`src/core/xto_ctrl_defines.svh`:
```
// Purpose: offsets, field positions, reset values and divider counts
// Assumes: hclk runs at twice the crystal rate
// Notes: definitions only
`ifndef XTO_CTRL_DEFINES_SVH
`define XTO_CTRL_DEFINES_SVH
// ======================================================
// register byte offsets
`define ADDR_CTRL1 8'h00
`define ADDR_CTRL2 8'h04
`define ADDR_CTRL3 8'h08
`define ADDR_CTRL4 8'h0c
`define ADDR_CTRL6 8'h10
`define ADDR_STATUS 8'h14
`define ADDR_OFF_CMD 8'h18
// ======================================================
// field positions
`define CTRL1_BAND_BIT 4
`define CTRL1_SLEEP_BIT 1
`define CTRL3_SUPPLY_EN_BIT 1
`define CTRL3_CLK_ON_BIT 0
// ======================================================
// reset values
`define CTRL1_RST 8'h00
`define CTRL2_RST 8'h00
`define CTRL3_RST 8'h03
`define CTRL4_RST 8'h00
`define CTRL6_RST 8'h00
// ======================================================
// divider counts in crystal, hclk and base clock cycles
`define HCLK_PER_XTO 2
`define MCU_CLK_DIV 3
`define BASE_CLK_DIV 16
`define MCU_CLK_HCLK (`MCU_CLK_DIV * `HCLK_PER_XTO)
`define MCU_CLK_HALF (`MCU_CLK_HCLK / 2)
`define BASE_CLK_HCLK (`BASE_CLK_DIV * `HCLK_PER_XTO)
`define RANGE0_MULT 8
`endif

```
`src/core/xto_ctrl_pkg.sv`:
```
// Purpose: types shared by the clock, reset and power control
// Assumes: nothing
// Notes: constants live in the defines header
package xto_ctrl_pkg;
  // ======================================================
  // power modes, gray coded along off-idle-sleep
  typedef enum logic [1:0]
  {
    PM_OFF = 2'b00,
    PM_IDLE = 2'b01,
    PM_SLEEP = 2'b11,
    PM_AUX = 2'b10
  } pmode_e;
  typedef logic [12:0] synth_word_a_word_t;
endpackage : xto_ctrl_pkg

```
`src/core/xto_clock_reset_power_control.sv`:
```
// Purpose: crystal clock output, reset output, digital timing and power modes
// Assumes: hclk is the crystal clock sampled at twice its rate
// Notes: ahb-lite slave, zero wait states
// How it works
// - osc_ready releases reset, gates clock when enabled
// - mcu clock is crystal divided by three
// - clock enable unsynchronised, first cycle may truncate
// - mcu clock high and low phases equal
// - base digital clock is crystal over sixteen
// - base clock times bit check and tx rate
// - bit period is base times range times limit
// - frequency word is sum of two parts
// - carrier uses word plus band integer part
// - reset output low while supply out bad
// - power-on input wakes device from off
// - any of five buttons wakes from off
// - clearing supply enable switches supply output off
// - four monitor flags reported to software
// - aux low, no wake: stay off, refuse bus
// - idle and sleep trim oscillator load caps
// - wake from off pulses interrupt and sets cause bit
// - low battery clears only when recovered and read, or recovered with reset output low
// - supply drop resets logic only when enabled
//
// The implementer's own choices: the AHB-Lite interface to the registers and the register offsets.
`timescale 1ns/10ps
`include "xto_ctrl_defines.svh"
module xto_clock_reset_power_control
(
  // ahb-lite slave
  input wire logic hclk,
  input wire logic hresetn,
  input wire logic hsel,
  input wire logic [7:0] haddr,
  input wire logic [1:0] htrans,
  input wire logic hwrite,
  input wire logic [2:0] hsize,
  input wire logic [31:0] hwdata,
  input wire logic hready,
  output logic [31:0] hrdata,
  output logic hreadyout,
  output logic hresp,
  // analog monitors
  input wire logic osc_amp_ok,
  input wire logic digital_supply_good,
  input wire logic supply_out_good,
  input wire logic low_batt_in,
  input wire logic aux_supply_in,
  // wake inputs
  input wire logic power_on_in,
  input wire logic [4:0] button_n,
  // outputs to microcontroller and analog
  output logic mcu_clk,
  output logic mcu_reset_n,
  output logic irq,
  output logic supply_out,
  output logic internal_supply_en,
  output logic load_cap_reduce,
  // digital timing
  output logic base_tick,
  output logic bitrate_tick,
  output logic [12:0] synth_word_a,
  output logic band_select_bit
);
  // ======================================================
  // state
  xto_ctrl_pkg::pmode_e mode_r, mode_nxt;
  logic [7:0] ctrl1_r, ctrl1_nxt, ctrl2_r, ctrl2_nxt, ctrl3_r, ctrl3_nxt;
  logic [7:0] ctrl4_r, ctrl4_nxt, ctrl6_r, ctrl6_nxt;
  logic [4:0] wake_btn_r, wake_btn_nxt;
  logic wake_pwr_r, wake_pwr_nxt, low_batt_r, low_batt_nxt, irq_r, irq_nxt;
  logic osc_ready_r, osc_ready_nxt, wr_pend_r, wr_pend_nxt, rst_n_r, rst_n_nxt;
  logic [7:0] wr_addr_r, wr_addr_nxt, xcnt_r, xcnt_nxt;
  logic [31:0] hrdata_r, hrdata_nxt;
  logic [2:0] cnt6_r, cnt6_nxt;
  logic [4:0] cnt32_r, cnt32_nxt;
  logic [12:0] word_r, word_nxt;
  logic mclk_r, mclk_nxt, base_r, base_nxt, brt_r, brt_nxt;
  logic sup_r, sup_nxt, isup_r, isup_nxt, lcap_r, lcap_nxt;
  // ======================================================
  // helpers
  logic acc, rd_acc, status_rd, wake_any, logic_rst;
  logic [7:0] status_v, period_v;

  function automatic logic [7:0] bit_period(input logic [1:0] range, input logic rate_limit_factor);
    logic [7:0] base;
    base = 8'(`RANGE0_MULT) >> range;
    bit_period = rate_limit_factor ? {base[6:0], 1'b0} : base;
  endfunction : bit_period

  assign acc = hsel && hready && htrans[1] && (hsize == 3'h2) && (mode_r != xto_ctrl_pkg::PM_OFF);
  assign rd_acc = acc && !hwrite;
  assign status_rd = rd_acc && (haddr == `ADDR_STATUS);
  assign wake_any = power_on_in || (button_n != 5'h1f);
  assign logic_rst = !supply_out_good && ctrl3_r[`CTRL3_SUPPLY_EN_BIT];
  assign status_v = {wake_pwr_r, low_batt_r, supply_out_good, digital_supply_good,
    osc_ready_r, mode_r == xto_ctrl_pkg::PM_AUX, mode_r};
  assign period_v = bit_period(ctrl6_r[1:0], ctrl4_r[0]);

  // ======================================================
  // power mode sequencer
  always_comb
  begin
    mode_nxt = mode_r;
    irq_nxt = 1'b0;
    case (mode_r)
      xto_ctrl_pkg::PM_OFF:
      begin
        if (wake_any)
        begin
          mode_nxt = xto_ctrl_pkg::PM_IDLE;
          irq_nxt = 1'b1;
        end
        else if (aux_supply_in)
        begin
          mode_nxt = xto_ctrl_pkg::PM_AUX;
          irq_nxt = 1'b1;
        end
      end
      xto_ctrl_pkg::PM_AUX:
      begin
        if (wake_any)
          mode_nxt = xto_ctrl_pkg::PM_IDLE;
        else if (!aux_supply_in)
          mode_nxt = xto_ctrl_pkg::PM_OFF;
      end
      xto_ctrl_pkg::PM_IDLE, xto_ctrl_pkg::PM_SLEEP:
      begin
        mode_nxt = ctrl1_r[`CTRL1_SLEEP_BIT] ? xto_ctrl_pkg::PM_SLEEP : xto_ctrl_pkg::PM_IDLE;
        // off only with every wake source released
        if (wr_pend_r && wr_addr_r == `ADDR_OFF_CMD && !wake_any && !aux_supply_in)
          mode_nxt = xto_ctrl_pkg::PM_OFF;
      end
      default:
        mode_nxt = xto_ctrl_pkg::PM_OFF;
    endcase
  end

  always_ff @(posedge hclk or negedge hresetn)
  begin
    if (!hresetn)
    begin
      mode_r <= xto_ctrl_pkg::PM_OFF;
      irq_r <= 1'b0;
    end
    else
    begin
      mode_r <= mode_nxt;
      irq_r <= irq_nxt;
    end
  end

  // ======================================================
  // bus slave and control registers
  always_comb
  begin
    wr_pend_nxt = acc && hwrite;
    wr_addr_nxt = haddr;
    hrdata_nxt = hrdata_r;
    ctrl1_nxt = ctrl1_r;
    ctrl2_nxt = ctrl2_r;
    ctrl3_nxt = ctrl3_r;
    ctrl4_nxt = ctrl4_r;
    ctrl6_nxt = ctrl6_r;
    if (rd_acc)
    begin
      case (haddr)
        `ADDR_CTRL1: hrdata_nxt = {24'h000000, ctrl1_r};
        `ADDR_CTRL2: hrdata_nxt = {24'h000000, ctrl2_r};
        `ADDR_CTRL3: hrdata_nxt = {24'h000000, ctrl3_r};
        `ADDR_CTRL4: hrdata_nxt = {24'h000000, ctrl4_r};
        `ADDR_CTRL6: hrdata_nxt = {24'h000000, ctrl6_r};
        `ADDR_STATUS: hrdata_nxt = {19'h00000, wake_btn_r, status_v};
        default: hrdata_nxt = 32'h00000000;
      endcase
    end
    else if (acc)
      hrdata_nxt = 32'h00000000;
    if (wr_pend_r)
    begin
      case (wr_addr_r)
        `ADDR_CTRL1: ctrl1_nxt = hwdata[7:0];
        `ADDR_CTRL2: ctrl2_nxt = hwdata[7:0];
        `ADDR_CTRL3: ctrl3_nxt = hwdata[7:0];
        `ADDR_CTRL4: ctrl4_nxt = hwdata[7:0];
        `ADDR_CTRL6: ctrl6_nxt = hwdata[7:0];
        default: ctrl1_nxt = ctrl1_r;
      endcase
    end
    // supply loss with supply enabled, or off mode, returns control to defaults
    if (logic_rst || mode_r == xto_ctrl_pkg::PM_OFF)
    begin
      wr_pend_nxt = 1'b0;
      ctrl1_nxt = `CTRL1_RST;
      ctrl2_nxt = `CTRL2_RST;
      ctrl3_nxt = `CTRL3_RST;
      ctrl4_nxt = `CTRL4_RST;
      ctrl6_nxt = `CTRL6_RST;
    end
  end

  always_ff @(posedge hclk or negedge hresetn)
  begin
    if (!hresetn)
    begin
      wr_pend_r <= 1'b0;
      wr_addr_r <= 8'h00;
      hrdata_r <= 32'h00000000;
      ctrl1_r <= `CTRL1_RST;
      ctrl2_r <= `CTRL2_RST;
      ctrl3_r <= `CTRL3_RST;
      ctrl4_r <= `CTRL4_RST;
      ctrl6_r <= `CTRL6_RST;
    end
    else
    begin
      wr_pend_r <= wr_pend_nxt;
      wr_addr_r <= wr_addr_nxt;
      hrdata_r <= hrdata_nxt;
      ctrl1_r <= ctrl1_nxt;
      ctrl2_r <= ctrl2_nxt;
      ctrl3_r <= ctrl3_nxt;
      ctrl4_r <= ctrl4_nxt;
      ctrl6_r <= ctrl6_nxt;
    end
  end

  // ======================================================
  // status flags, set beats clear
  always_comb
  begin
    wake_pwr_nxt = wake_pwr_r && !status_rd;
    wake_btn_nxt = status_rd ? 5'h00 : wake_btn_r;
    if (mode_r == xto_ctrl_pkg::PM_OFF && power_on_in)
      wake_pwr_nxt = 1'b1;
    if (mode_r == xto_ctrl_pkg::PM_OFF)
      wake_btn_nxt = wake_btn_nxt | ~button_n;
    // clear only after recovery, on status read or reset output low
    low_batt_nxt = low_batt_r && !(!low_batt_in && (status_rd || !rst_n_r));
    if (low_batt_in)
      low_batt_nxt = 1'b1;
    osc_ready_nxt = osc_amp_ok && mode_r != xto_ctrl_pkg::PM_OFF;
  end

  always_ff @(posedge hclk or negedge hresetn)
  begin
    if (!hresetn)
    begin
      wake_pwr_r <= 1'b0;
      wake_btn_r <= 5'h00;
      low_batt_r <= 1'b0;
      osc_ready_r <= 1'b0;
    end
    else
    begin
      wake_pwr_r <= wake_pwr_nxt;
      wake_btn_r <= wake_btn_nxt;
      low_batt_r <= low_batt_nxt;
      osc_ready_r <= osc_ready_nxt;
    end
  end

  // ======================================================
  // clock dividers and reset output
  always_comb
  begin
    cnt6_nxt = (cnt6_r == 3'(`MCU_CLK_HCLK - 1)) ? 3'h0 : cnt6_r + 3'h1;
    // divider free runs; gating it mid-cycle may cut the first pulse
    mclk_nxt = osc_ready_r && supply_out_good && ctrl3_r[`CTRL3_CLK_ON_BIT]
      && (cnt6_nxt < 3'(`MCU_CLK_HALF));
    rst_n_nxt = osc_ready_r && supply_out_good;
    cnt32_nxt = cnt32_r + 5'h01;
    base_nxt = (cnt32_r == 5'(`BASE_CLK_HCLK - 1));
    xcnt_nxt = xcnt_r;
    brt_nxt = 1'b0;
    if (base_r)
      if (xcnt_r >= period_v - 8'h01)
      begin
        xcnt_nxt = 8'h00;
        brt_nxt = 1'b1;
      end
      else
        xcnt_nxt = xcnt_r + 8'h01;
    // low part fr6..fr0, high part synth_word_a_bit_msb..fr7 weighted by 128
    word_nxt = 13'({6'h00, ctrl2_r[7:1]}) + {ctrl3_r[7:2], 7'h00};
    sup_nxt = mode_r != xto_ctrl_pkg::PM_OFF && ctrl3_r[`CTRL3_SUPPLY_EN_BIT];
    isup_nxt = mode_r != xto_ctrl_pkg::PM_OFF;
    lcap_nxt = mode_r == xto_ctrl_pkg::PM_IDLE || mode_r == xto_ctrl_pkg::PM_SLEEP;
  end

  always_ff @(posedge hclk or negedge hresetn)
  begin
    if (!hresetn)
    begin
      cnt6_r <= 3'h0;
      mclk_r <= 1'b0;
      rst_n_r <= 1'b0;
      cnt32_r <= 5'h00;
      base_r <= 1'b0;
      xcnt_r <= 8'h00;
      brt_r <= 1'b0;
      word_r <= 13'h0000;
      sup_r <= 1'b0;
      isup_r <= 1'b0;
      lcap_r <= 1'b0;
    end
    else
    begin
      cnt6_r <= cnt6_nxt;
      mclk_r <= mclk_nxt;
      rst_n_r <= rst_n_nxt;
      cnt32_r <= cnt32_nxt;
      base_r <= base_nxt;
      xcnt_r <= xcnt_nxt;
      brt_r <= brt_nxt;
      word_r <= word_nxt;
      sup_r <= sup_nxt;
      isup_r <= isup_nxt;
      lcap_r <= lcap_nxt;
    end
  end

  // ======================================================
  // outputs
  assign hrdata = hrdata_r;
  assign hreadyout = 1'b1;
  assign hresp = 1'b0;
  assign mcu_clk = mclk_r;
  assign mcu_reset_n = rst_n_r;
  assign irq = irq_r;
  assign supply_out = sup_r;
  assign internal_supply_en = isup_r;
  assign load_cap_reduce = lcap_r;
  assign base_tick = base_r;
  assign bitrate_tick = brt_r;
  assign synth_word_a = word_r;
  assign band_select_bit = ctrl1_r[`CTRL1_BAND_BIT];
endmodule : xto_clock_reset_power_control

```
`config.mk`:
```
export PLATFORM = sky130hd
export DESIGN_NAME = xto_clock_reset_power_control
export DESIGN_NICKNAME = d
export VERILOG_FILES = /design/src/core/xto_ctrl_pkg.sv /design/src/core/xto_clock_reset_power_control.sv
export VERILOG_INCLUDE_DIRS = /design/src /design/src/core
export SDC_FILE = /design/constraint.sdc
export NUM_CORES = 1
export LEC_CHECK = 0
export ABC_AREA = 1
export BUFFER_PORTS_ARGS = -buffer_cell sky130_fd_sc_hd__buf_2
export CAP_MARGIN = 5
export CORE_ASPECT_RATIO = 0.7
export CORE_MARGIN = 2
export CORE_UTILIZATION = 40
export CTS_CLUSTER_SIZE = 14
export DETAILED_ROUTE_END_ITERATION = 12
export PLACE_DENSITY_LB_ADDON = 0.08
export SLEW_MARGIN = 25
export SYNTH_ARGS = -nofsm -noshare
export SYNTH_HDL_FRONTEND = slang
export SYNTH_SLANG_ARGS = --single-unit
```
`constraint.sdc`:
```
create_clock -name hclk -period 5.05 [get_ports hclk]
set_input_delay 1.01 -clock hclk [delete_from_list [all_inputs] [get_ports hclk]]
set_output_delay 1.01 -clock hclk [all_outputs]
set_load 0.01 [all_outputs]
```
== After elaboration in Yosys (flattened, before gate mapping) ==
Index checks and enable logic that the tools add are counted.
Widths: inputs -> output; s select.

* Register bits after elaboration: 128
* Input bits: 61
* Output and inout port bits: 56
* Logic and storage cells: 142

* Add/subtract/negate cells: 5
* Magnitude comparators: 2
* Eq/ne operators: 19
* Shift-type cells: 1
* Multiplexer cells: 38
* Bitwise operators: 2
* Reductions and logical operators: 50

{| class="wikitable"
|+ Operators with widths
! operator !! count
|-
| $mux 8 || 17
|-
| $pmux 13 s6 || 1
|-
| $mux 32 || 2
|-
| $eq 8x4->1 const B || 4
|-
| $eq 8x5->1 const B || 4
|-
| $logic_and 1x1->1 || 20
|-
| $eq 8x3->1 const B || 2
|-
| $logic_not 8->1 || 2
|-
| $reduce_bool 2->1 || 8
|-
| $add 7x13->13 || 1
|-
| $mux 2 || 6
|-
| $reduce_and 2->1 || 6
|-
| $mux 5 || 2
|-
| $add 8x1->8 const B || 1
|-
| $ge 8x8->1 || 1
|-
| $logic_not 1->1 || 8
|-
| $mux 1 || 8
|-
| $shr 4x2->8 const A || 1
|-
| $sub 8x1->8 const B || 1
|-
| $ne 3x3->1 const B || 2
|-
| $pmux 2 s3 || 1
|-
| $add 5x1->5 const B || 1
|-
| $eq 5x5->1 const B || 1
|-
| $ne 5x5->1 const B || 1
|-
| other kinds (12) || 16
|}

== Longest topological paths before layout ==
Gate-level depths: netlist (run 1).

* Depth after elaboration: 11
* Mapped depth: 12
* Gate-level depth less buffers: 12

== Least setup slack after synthesis (run 1) ==
No wires, ideal clock.

* Kind: in2reg
* From: input haddr[0]
* To: register hrdata_r[1], in the netlist hrdata[1]
* Arrival: 1.911 ns
* Required time: 4.985 ns
* Slack: 3.074 ns
* Cell stages on the path: 10
* Path through: inv_1 nand2_1 nor2_1 buf_2 nand3_1 o21ai_0 inv_1 nand2_1 nand2_1 nand2_1

* Cells in the longest elaborated chain, start to end: 3
* Elaborated cells between the ends (all ways): 8
* Those cells by class: eq/ne (5); mux (2); reduce/logical (1)

{| class="wikitable"
|+ Ends and longest elaborated chain
! item !! RTL line !! RTL
|-
| start, declared || xto_clock_reset_power_control.sv:34 || <nowiki>input wire logic [7:0] haddr,</nowiki>
|-
| $eq 8x5->1 (tied with other cells) || xto_clock_reset_power_control.sv:167 || <nowiki>case (haddr)</nowiki>
|-
| $pmux 13 s6 * || xto_clock_reset_power_control.sv:167 ||
|-
| $mux 32 * || xto_clock_reset_power_control.sv:165 || <nowiki>if (rd_acc)</nowiki>
|-
| end signal, assigned || xto_clock_reset_power_control.sv:219 || <nowiki>hrdata_r <= hrdata_nxt;</nowiki>
|-
| end, declared || xto_clock_reset_power_control.sv:74 || <nowiki>logic [31:0] hrdata_r, hrdata_nxt;</nowiki>
|}

Every way passes the cells marked *; elsewhere a longest branch is shown, timed or not.
A chain may end at the register's enable or synchronous reset.

== Worst setup path in the final report (run 1) ==
* From: input haddr[0]
* To: register wake_pwr_r

* Cells in the longest elaborated chain, start to end: 5

{| class="wikitable"
|+ Ends and longest elaborated chain
! item !! RTL line !! RTL
|-
| $eq 8x5->1 || - ||
|-
| $logic_and 1x1->1 || xto_clock_reset_power_control.sv:93 || <nowiki>assign status_rd = rd_acc && (haddr == `ADDR_STATUS);</nowiki>
|-
| $logic_not 1->1 || xto_clock_reset_power_control.sv:232 || <nowiki>wake_pwr_nxt = wake_pwr_r && !status_rd;</nowiki>
|-
| $logic_and 1x1->1 || xto_clock_reset_power_control.sv:232 ||
|-
| $mux 1 || xto_clock_reset_power_control.sv:234 || <nowiki>if (mode_r == xto_ctrl_pkg::PM_OFF && power_on_in)</nowiki>
|-
| via wake_pwr_nxt || xto_clock_reset_power_control.sv:71 || <nowiki>logic wake_pwr_r, wake_pwr_nxt, low_batt_r, low_batt_nxt, irq_r, irq_nxt;</nowiki>
|-
| end signal, assigned || xto_clock_reset_power_control.sv:256 || <nowiki>wake_pwr_r <= wake_pwr_nxt;</nowiki>
|-
| end, declared || xto_clock_reset_power_control.sv:71 ||
|}

The timed path passes the listed nets, and every way through them passes these cells.

==> metrics.md, run 1 <==
| Metric | Value |
|---|---|
| Synth warn | 0 |
| EDFF count, synth | 0 |
| Vias | 3,661 |
| Worst slew pin tran | 985.5 ps |
| CTS tree | done |
| Internal reg-to-reg setup slack | 3090 ps |
| CP dominant cell by count | nand2_1 |
| Port Buffers | 70 |
| Vias in the first global route | 3,458 |
| Crit Reg-Reg Startpoint | ctrl6_r[0] |
| Total power | 2.505 mW |
| Synth top cells by count | nand2_1, dfrtp_1, o21ai_0 |
| Hold depth | 0 |
| RSZ-0062 raised after global routing | no |
| Setup bufs post-CTS | 0 |
| Syn Area/Cell | 8.928 sq um |
| Largest area contributor in the netlist | dfrtp_1 |
| R2R Path End | xcnt_r[4] |
| Worst path max stage delay | 750 ps |
| 1st-pass router iterations | 5 |
| Clk pwr share | 0.294 |
| CTS clk-pin slew, worst paths | 70 ps |
| Final setup margin | 2354 ps |
| CTS Buffer Depth | 2 |
| CTS Hold Buffers Added | 0 |
| Layout cells sized above 1 | 0.1683 |
| Psw | 0.7710 mW |
| Setup violators final | 0 |
| Final worst-path cycle share | 0.5338 |
| Pins over their slew limit | 0 |
| Hpwl dp | 8120 um |
| Num Clock Sinks | 109 |
| Combinational cell fraction of total power | 0.207 |
| Synth Instances | 537 |
| Int Power | 1.734 mW |
| Fraction of registers with async set/reset | 1.000 |
| Setup TNS | 0 ps |
| Synthesis-stage register bit count | 109 |
| Hold Fails Final Rpt | 0 |
| Pwr dens | 454.4 nW/um^2 |
| CP top delay family | simple AND/OR/NAND/NOR gates |
| IO Pins | 117 |
| Drt via density | 4.761 |
| Rows | 33 |
| HP Class | register to register |
| Kind of end point of the critical path | register |
| Placer Congestion | 0.8308 |
| Routed WL per cell | 14.59 um |
| Die area | 12,890 sq um |
| Total core area | 11,690 sq um |
| Max_cap viols | 0 |
| Most numerous cell in the Yosys netlist | nand2_1 |
| Top cells by area, synth | dfrtp_1, nand2_1, o21ai_0 |
| Post-cts resize count | 0 |
| Relative slew margins | 0.3406 |
| WL final | 11,220 um |
| Antenna cells | 0 |
| Synth top area share | 0.5585 |
| Placed Cells | 753 |
| Sw frac | 0.3077 |
| CP arrival | 2910 ps |
| DRT antenna net count | 0 |
| Initial antenna violation count | 0 |
| Total gr overflow | 0 |
| Static leakage | 2.927 nW |
| DIE WIDTH | 134.9 um |
| Critical-path top delay cell | nor2_1 |
| Hold Path End | synth_word_a[6] |
| Clock Skews | 7.034 ps |
| Worst-skew pair later-pin latency | 350 ps |
| Data required time of the critical path | 5270 ps |
| Crit Path Category | input pin to register |
| CP Cell Sequence | buf_2, inv_1, nand2_1, nor2_1, nand2_1, nor2_2, o21ai_0 |
| Die H | 95.60 um |
| Final std cells w/o fill | 769 |
| Status | complete, no violations |
| HP Start | ctrl2_r[7] |
| Sequential power share | 0.499 |
| VDD IR max | 0.0002254 V |
| Startpoint type of the worst setup path | input pin |
| Remaining DRCs | 0 |
| CP Max Fanout | 10 |
| CP Buf/Inv Count | 2 |
| Pin count of the biggest net entering global routing | 83 |
| Setup slack at placement | 2036 ps |
| Top_reg_cell synth | dfrtp_1 |
| First-pass GRT wire length | 18,060 um |
| FILL cells | 1,171 |
| Initial Util | 0.4103 |
| GR Util All Layers | 0.1864 |
| Minimum clock period | 2696 ps |
| Layout Nets | 676 |
| R2R cell count | 12 |
| Sequential-to-total area share from yosys stat | 0.5694 |
| Area of the mapped netlist | 4795 sq um |
| CTS H-tree lvls | 3 |
| Maximum clock frequency | 370.9 MHz |
| CTS Buf Count | 9 |
| Area Growth Syn to Fin | 15.01% |
| Unique cell type count in the Yosys netlist | 32 |
| Initial DRC Count | 235 |
| Root Driver | clkbuf_16 |
how the worst max path moves through the flow:
stage                     startpoint         end  slack, ps  cells past startpoint
after floorplan             haddr[0]   hrdata[1]       3070                     10
after global placement      haddr[0]  wake_pwr_r       2070                      7
after detailed placement    haddr[0]  wake_pwr_r       2040                      7
after CTS                   haddr[0]  wake_pwr_r       2400                      7
after global routing        haddr[0]  wake_pwr_r       2170                      7
final                       haddr[0]  wake_pwr_r       2350                      7
cell usage in the layout, fill, tap and decap left out, drive strengths merged, types with 4 or more instances in the layout:
master,Yosys,routed
buf,28,73
clkbuf,5,12
inv,49,49
nand4,4,4
nand3,38,38
ha,8,8
dfrtp,107,107
conb,2,21
xor2,4,4
nor3,9,9
a21oi,8,8
o21ai,57,57
nand2,158,158
nor2,50,50
area by class of cell:
cell class	instances	area (sq um)	share of cell area
clock buffer	12	236.5	0.04289
clock inverter	4	72.57	0.01316
inverter	49	188.9	0.03426
multi-input combinational	365	1710	0.3102
sequential	109	2730	0.4951
tap	157	196.4	0.03563
timing repair buffer	73	379.1	0.06875
stage by stage:
stage	cell area [sq um]	utilization	hold WS, ps
after global routing	5514	0.4719	420.4
after detailed placement	5201	0.4451	390.0
final	5514	0.4719	404.5
after global placement	5201	0.4451	394.9
after CTS	5510	0.4716	406.7
after floorplan	4866	-	374.1
logic make-up (layout without fill, tap and decap cells):
| kind of cell | count (synthesis) | in the layout | share of synthesized area |
|---|---|---|---|
| and+or+nand+nor | 261 | 261 | 0.2283 |
| DFF | 109 | 109 | 0.5694 |
| buffers and inverters | 82 | 138 | 0.08872 |
| AOI/OAI and AO/OA | 70 | 70 | 0.08194 |
| adders and majority gates | 8 | 8 | 0.02088 |
| xor gates and xnor gates | 5 | 5 | 0.009133 |
| other | 2 | 21 | 0.001566 |
registers in the layout, summed over array words and instances, names as in the netlist, 2 cells and up:
name	count
ctrl1_r	8
ctrl3_r	8
ctrl6_r	8
xcnt_r	8
synth_word_a	13
cnt6_r	3
hrdata	13
cnt32_r	5
ctrl2_r	8
ctrl4_r	8
wr_addr_r	8
wake_btn_r	5
mode_r	2
layer usage:
layer,routed length [um],vias up,GRT usage,share of wire
li1,-,1809,-,-
met1,5474,1742,0.2722,0.49
met2,4899,94,0.2741,0.44
met3,681,16,0.04466,0.061
met4,165,0,0.05702,0.015
met5,0,-,0,0
power groups by stage:
stage | combinational, mW | clock (mW) | sequential (mW)
finish | 0.519 | 0.736 | 1.25
global route | 0.602 | 0.798 | 1.28
CTS | 0.528 | 0.760 | 1.25
detailed placement | 0.525 | 0 | 1.27
global placement | 0.508 | 0 | 1.26
floorplan | 0.339 | 0 | 1.26
(Power assumes the default switching activity.)
==> run 2: changes to the inputs <==
==> constraint.sdc (replaced) <==
create_clock -name hclk -period 2.5 [get_ports hclk]
set_input_delay 0.5 -clock hclk [delete_from_list [all_inputs] [get_ports hclk]]
set_output_delay 0.5 -clock hclk [all_outputs]
set_load 0.01 [all_outputs]
==> run 2 against run 1 <==
Register-to-register slack got worse by 2500 ps. Clock-buffer cell count shrank 2. Via count is 0.60% higher. Clock skew decreased by 1.6 ps. Critical path type is now register to register. Largest cell class unchanged. Highest routed layer unchanged.
==> metrics.md, run 2 (synthesis gave the netlist of run 1 again) <==
| Metric | Value |
|---|---|
| Int Power | 3.338 mW |
| Layout cells sized above 1 | 0.1772 |
| Vias in the first global route | 3,539 |
| Setup violators final | 0 |
| Initial antenna violation count | 0 |
| Relative slew margins | 0.5376 |
| Hold Fails Final Rpt | 0 |
| Post-cts resize count | 0 |
| Crit Path Category | register to register |
| CTS Hold Buffers Added | 0 |
| CP Buf/Inv Count | 3 |
| Placer Congestion | 0.8260 |
| WL final | 11,300 um |
| Setup TNS | 0 ps |
| Num Clock Sinks | 109 |
| IO Pins | 117 |
| 1st-pass router iterations | 5 |
| Drt via density | 4.771 |
| Max_cap viols | 0 |
| Initial DRC Count | 227 |
| Clk pwr share | 0.276 |
| CP arrival | 2170 ps |
| Worst path max stage delay | 400 ps |
| Total power | 4.931 mW |
| CP Max Fanout | 5 |
| Clock Skews | 5.405 ps |
| First-pass GRT wire length | 18,630 um |
| DIE WIDTH | 134.9 um |
| Sequential power share | 0.511 |
| Final worst-path cycle share | 0.7740 |
| Routed WL per cell | 14.64 um |
| CTS tree | done |
| FILL cells | 1,143 |
| HP Class | input pin to async pin |
| CP dominant cell by count | inv_1 |
| DRT antenna net count | 0 |
| Root Driver | clkbuf_16 |
| Psw | 1.593 mW |
| RSZ-0062 raised after global routing | no |
| Die H | 95.60 um |
| Pwr dens | 892.9 nW/um^2 |
| Total core area | 11,690 sq um |
| Status | complete, no violations |
| Data required time of the critical path | 2740 ps |
| Setup bufs post-CTS | 0 |
| Maximum clock frequency | 516.8 MHz |
| Port Buffers | 70 |
| Area Growth Syn to Fin | 15.19% |
| CP top delay family | adder cells |
| Final core utilization | 0.4726 |
| Kind of end point of the critical path | register |
| Most common cell after layout, fill and taps aside | nand2_1 |
| CTS Buffer Depth | 2 |
| Vias | 3,683 |
| VDD IR max | 0.0004138 V |
| Most frequent cells in the layout | nand2_1, dfrtp_1, buf_2 |
| CTS Buf Count | 9 |
| Die area | 12,890 sq um |
| Antenna cells | 0 |
| Hpwl dp | 8315 um |
| CP Cell Sequence | inv_1, nand2_1, nand3_1, ha_1, ha_1, inv_1, o21bai_1, nand3_1, nand4_1, nand2_1, inv_1, nor2_1 |
| Total gr overflow | 0 |
| CTS H-tree lvls | 3 |
| Pin count of the biggest net entering global routing | 54 |
| Worst-skew pair later-pin latency | 340 ps |
| Pins over their slew limit | 0 |
| Combinational cell fraction of total power | 0.213 |
| Layout Nets | 679 |
| Critical-path top delay cell | dfrtp_1 |
| Register area | 2730 sq um |
| Remaining DRCs | 0 |
| Minimum clock period | 1935 ps |
| Initial Util | 0.4103 |
| CTS clk-pin slew, worst paths | 70 ps |
| Sw frac | 0.3231 |
| Static leakage | 2.938 nW |
| Multi-input logic area | 1710 sq um |
| Rows | 33 |
| Startpoint type of the worst setup path | register |
| GR Util All Layers | 0.1888 |
| Worst slew pin tran | 691.1 ps |
-- run 2: power by group through the flow --
| stage | combinational [mW] | sequential, mW | clock, mW |
|---|---|---|---|
| 2_1_floorplan | 0.684 | 2.55 | 0 |
| 3_3_place_gp | 1.03 | 2.54 | 0 |
| 5_1_grt | 1.22 | 2.59 | 1.49 |
| 3_5_place_dp | 1.06 | 2.55 | 0 |
| 4_1_cts | 1.07 | 2.52 | 1.41 |
| 6_report | 1.05 | 2.52 | 1.36 |
-- run 2: stage by stage --
| step | cells | hold WS (ps) | setup WS [ps] | area [sq um] |
|---|---|---|---|---|
| 6_report | 772 | 103.8 | 565.0 | 5523 |
| 3_3_place_gp | 756 | 395.6 | 608.6 | 5236 |
| 5_1_grt | 772 | 139.7 | 337.1 | 5523 |
| 4_1_cts | 772 | 121.7 | 546.6 | 5523 |
| 2_1_floorplan | 556 | 204.4 | 751.5 | 4866 |
| 3_5_place_dp | 756 | 389.0 | 567.9 | 5236 |
-- run 2: final cells by class --
class	instances	share of cell area
clock buffers	10	0.04327
flip-flops and latches	109	0.4943
well taps	157	0.03557
clock inverters	6	0.008609
inverters	49	0.03421
multi-input cells	365	0.3097
repair buffers	76	0.07431
-- run 2: worst register-to-register path, stage by stage (launching register included) --
cell and delay, ps:
dfrtp_1 400, inv_1 80, nand2_1 90, nand3_1 80, ha_1 300, ha_1 300
inv_1 40, o21bai_1 110, nand3_1 80, nand4_1 120, nand2_1 60, inv_1 120
nor2_1 60
-- run 2: path summary, 6_finish.rpt --
kind / slack (ps) / startpoint / cells past startpoint / to
min in group hclk: 290 / haddr[0] / 1 / wr_addr_r[0]
worst min-delay path: 100 / hresetn / 1 / xcnt_r[6]
worst max register to register: 560 / ctrl6_r[0] / 12 / xcnt_r[2]
worst max-delay path: 560 / ctrl6_r[0] / 12 / xcnt_r[2]
max in group asynchronous: 1710 / hresetn / 2 / wr_addr_r[2]
worst min register to register: 410 / ctrl3_r[7] / 0 / synth_word_a[12]
-- run 2: routing by layer --
metal  track usage  part of all wire  vias to the layer above  wire, um
li1              -                 -                     1820         -
met1        0.2776              0.51                     1768      5720
met2        0.2915              0.45                       87      5035
met3       0.03881             0.041                        8       462
met4       0.03596            0.0075                        0        85
met5             0                 0                        -         0
==> run 3: changes to the inputs <==
==> constraint.sdc (replaced) <==
create_clock -name hclk -period 1.9 [get_ports hclk]
set_input_delay 0.38 -clock hclk [delete_from_list [all_inputs] [get_ports hclk]]
set_output_delay 0.38 -clock hclk [all_outputs]
set_load 0.01 [all_outputs]
==> run 3 against run 2 <==
Register-to-register slack worse by 510 ps. Global-route usage up 0.20 points. Combinational power up 52%. Fmax up 5.0%. Critical path depth unchanged. Hold slack better by 49 ps. Largest power group unchanged.
==> metrics.md, run 3 (synthesis gave the netlist of run 1 again) <==
| Metric | Value |
|---|---|
| GR Util All Layers | 0.1909 |
| Startpoint type of the worst setup path | register |
| Most common cell after layout, fill and taps aside | nand2_1 |
| WL final | 11,570 um |
| DRT antenna net count | 0 |
| Final worst-path cycle share | 0.9702 |
| CTS H-tree lvls | 3 |
| Root Driver | clkbuf_16 |
| Num Clock Sinks | 109 |
| Most frequent cells in the layout | nand2_1, dfrtp_1, buf_2 |
| FILL cells | 1,137 |
| Initial DRC Count | 229 |
| Max_cap viols | 0 |
| First-pass GRT wire length | 18,400 um |
| Initial antenna violation count | 0 |
| Port Buffers | 70 |
| CP arrival | 2090 ps |
| Rows | 33 |
| Final std cells w/o fill | 789 |
| Placer Congestion | 0.8446 |
| Vias in the first global route | 3,572 |
| Hpwl dp | 8547 um |
| Remaining DRCs | 0 |
| Hold Fails Final Rpt | 0 |
| 1st-pass router iterations | 6 |
| Layout Nets | 696 |
| Initial Util | 0.4103 |
| Layout cells sized above 1 | 0.2168 |
| Kind of end point of the critical path | register |
| Register area | 2731 sq um |
| Vias | 3,765 |
| Drt via density | 4.772 |
| Multi-input logic area | 1762 sq um |
| RSZ-0062 raised after global routing | yes |
| Maximum clock frequency | 542.5 MHz |
| CTS Buffer Depth | 2 |
| Worst-skew pair later-pin latency | 360 ps |
| Setup violators final | 0 |
| WL met1 | 5816 um |
| Crit Path Category | register to register |
| HP Class | input pin to register |
| Total gr overflow | 0 |
| CTS clk-pin slew, worst paths | 70 ps |
| Routed length on met3 | 608 um |
| Clock Skews | 10.72 ps |
| Data required time of the critical path | 2140 ps |
| Pwr dens | 1197 nW/um^2 |
| Metal2 WL | 4986 um |
| Antenna cells | 0 |
| CTS Buf Count | 9 |
| CTS tree | done |
| Area Growth Syn to Fin | 19.68% |
| Static leakage | 3.037 nW |
| DR top layer | met4 |
| IO Pins | 117 |
| DIE WIDTH | 134.9 um |
| VDD IR max | 0.0004530 V |
| Die H | 95.60 um |
| Status | complete, no violations |
| Total power | 6.868 mW |
| Pins over their slew limit | 0 |
| Pin count of the biggest net entering global routing | 53 |
| Routed WL per cell | 14.66 um |
| Die area | 12,890 sq um |
| Minimum clock period | 1843 ps |
| Total core area | 11,690 sq um |
| CP Max Fanout | 4 |
| Placed Cells | 768 |
## run 3: metrics by stage
| stage | hold slack [ps] | setup slack, ps | setup TNS (ps) | cell area [sq um] | utilization |
|---|---|---|---|---|---|
| 4_1_cts | 144.3 | 14.67 | 0 | 5700 | 0.4878 |
| 2_1_floorplan | 84.41 | 151.5 | 0 | 4866 | - |
| 6_report | 152.4 | 56.71 | 0 | 5738 | 0.4911 |
| 3_3_place_gp | 261.3 | 22.66 | 0 | 5339 | 0.4569 |
| 5_1_grt | 145.6 | -81.70 | -233.3 | 5738 | 0.4911 |
| 3_5_place_dp | 263.1 | -41.52 | -111.4 | 5339 | 0.4569 |
## run 3: timing repair
item	in CTS	in global routing
endpoints found under the hold margin	14	0
endpoints found under the setup margin	3	6
setup buffers	2	2
resized for setup	4	9
hold buffers	1	0
pin swaps	1	3
## run 3: final timing paths
| check | slack, ps | end | cells after the start | from |
|---|---|---|---|---|
| max | 60 | xcnt_r[4] | 12 | ctrl4_r[0] |
| max reg2reg | 60 | xcnt_r[4] | 12 | ctrl4_r[0] |
| min reg2reg | 410 | synth_word_a[7] | 0 | ctrl3_r[2] |
| min | 150 | wr_addr_r[7] | 1 | haddr[7] |
| min in group asynchronous | 420 | cnt32_r[2] | 2 | hresetn |
| max in group asynchronous | 880 | ctrl3_r[1] | 3 | hresetn |
## run 3: routing by layer
metal  up-vias  global-route usage
li1       1848                   -
met1      1803              0.2789
met2        98              0.2788
met3        16             0.04785
met4         0             0.05965
met5         -                   0
## run 3: layout make-up
class / instances / share of cell area
Clock buffer: 9 / 0.03925
Inverter: 49 / 0.03293
Timing Repair Buffer: 93 / 0.09638
Sequential cell: 109 / 0.4760
Clock inverter: 7 / 0.01417
Multi-Input combinational cell: 365 / 0.3070
Tap cell: 157 / 0.03423
## run 3: critical path, cell delays in order, from the launching register on
cell and delay (ps):
dfrtp_1 420, inv_2 90, nand2_2 70, nand3_2 80, ha_4 230, ha_4 270
inv_2 30, o21bai_1 110, nand3_1 80, nand4_1 140, nand2_1 80, inv_2 90
nor2_1 40
## run 3: where the power goes
| group | total, mW | leakage [nW] | switching (mW) | internal [mW] |
|---|---|---|---|---|
| Combinational | 1.60 | 1.51 | 0.953 | 0.643 |
| Sequential | 3.33 | 1.37 | 0.378 | 2.95 |
| Clock | 1.95 | 0.152 | 0.903 | 1.04 |
| Total | 6.87 | 3.04 | 2.23 | 4.63 |
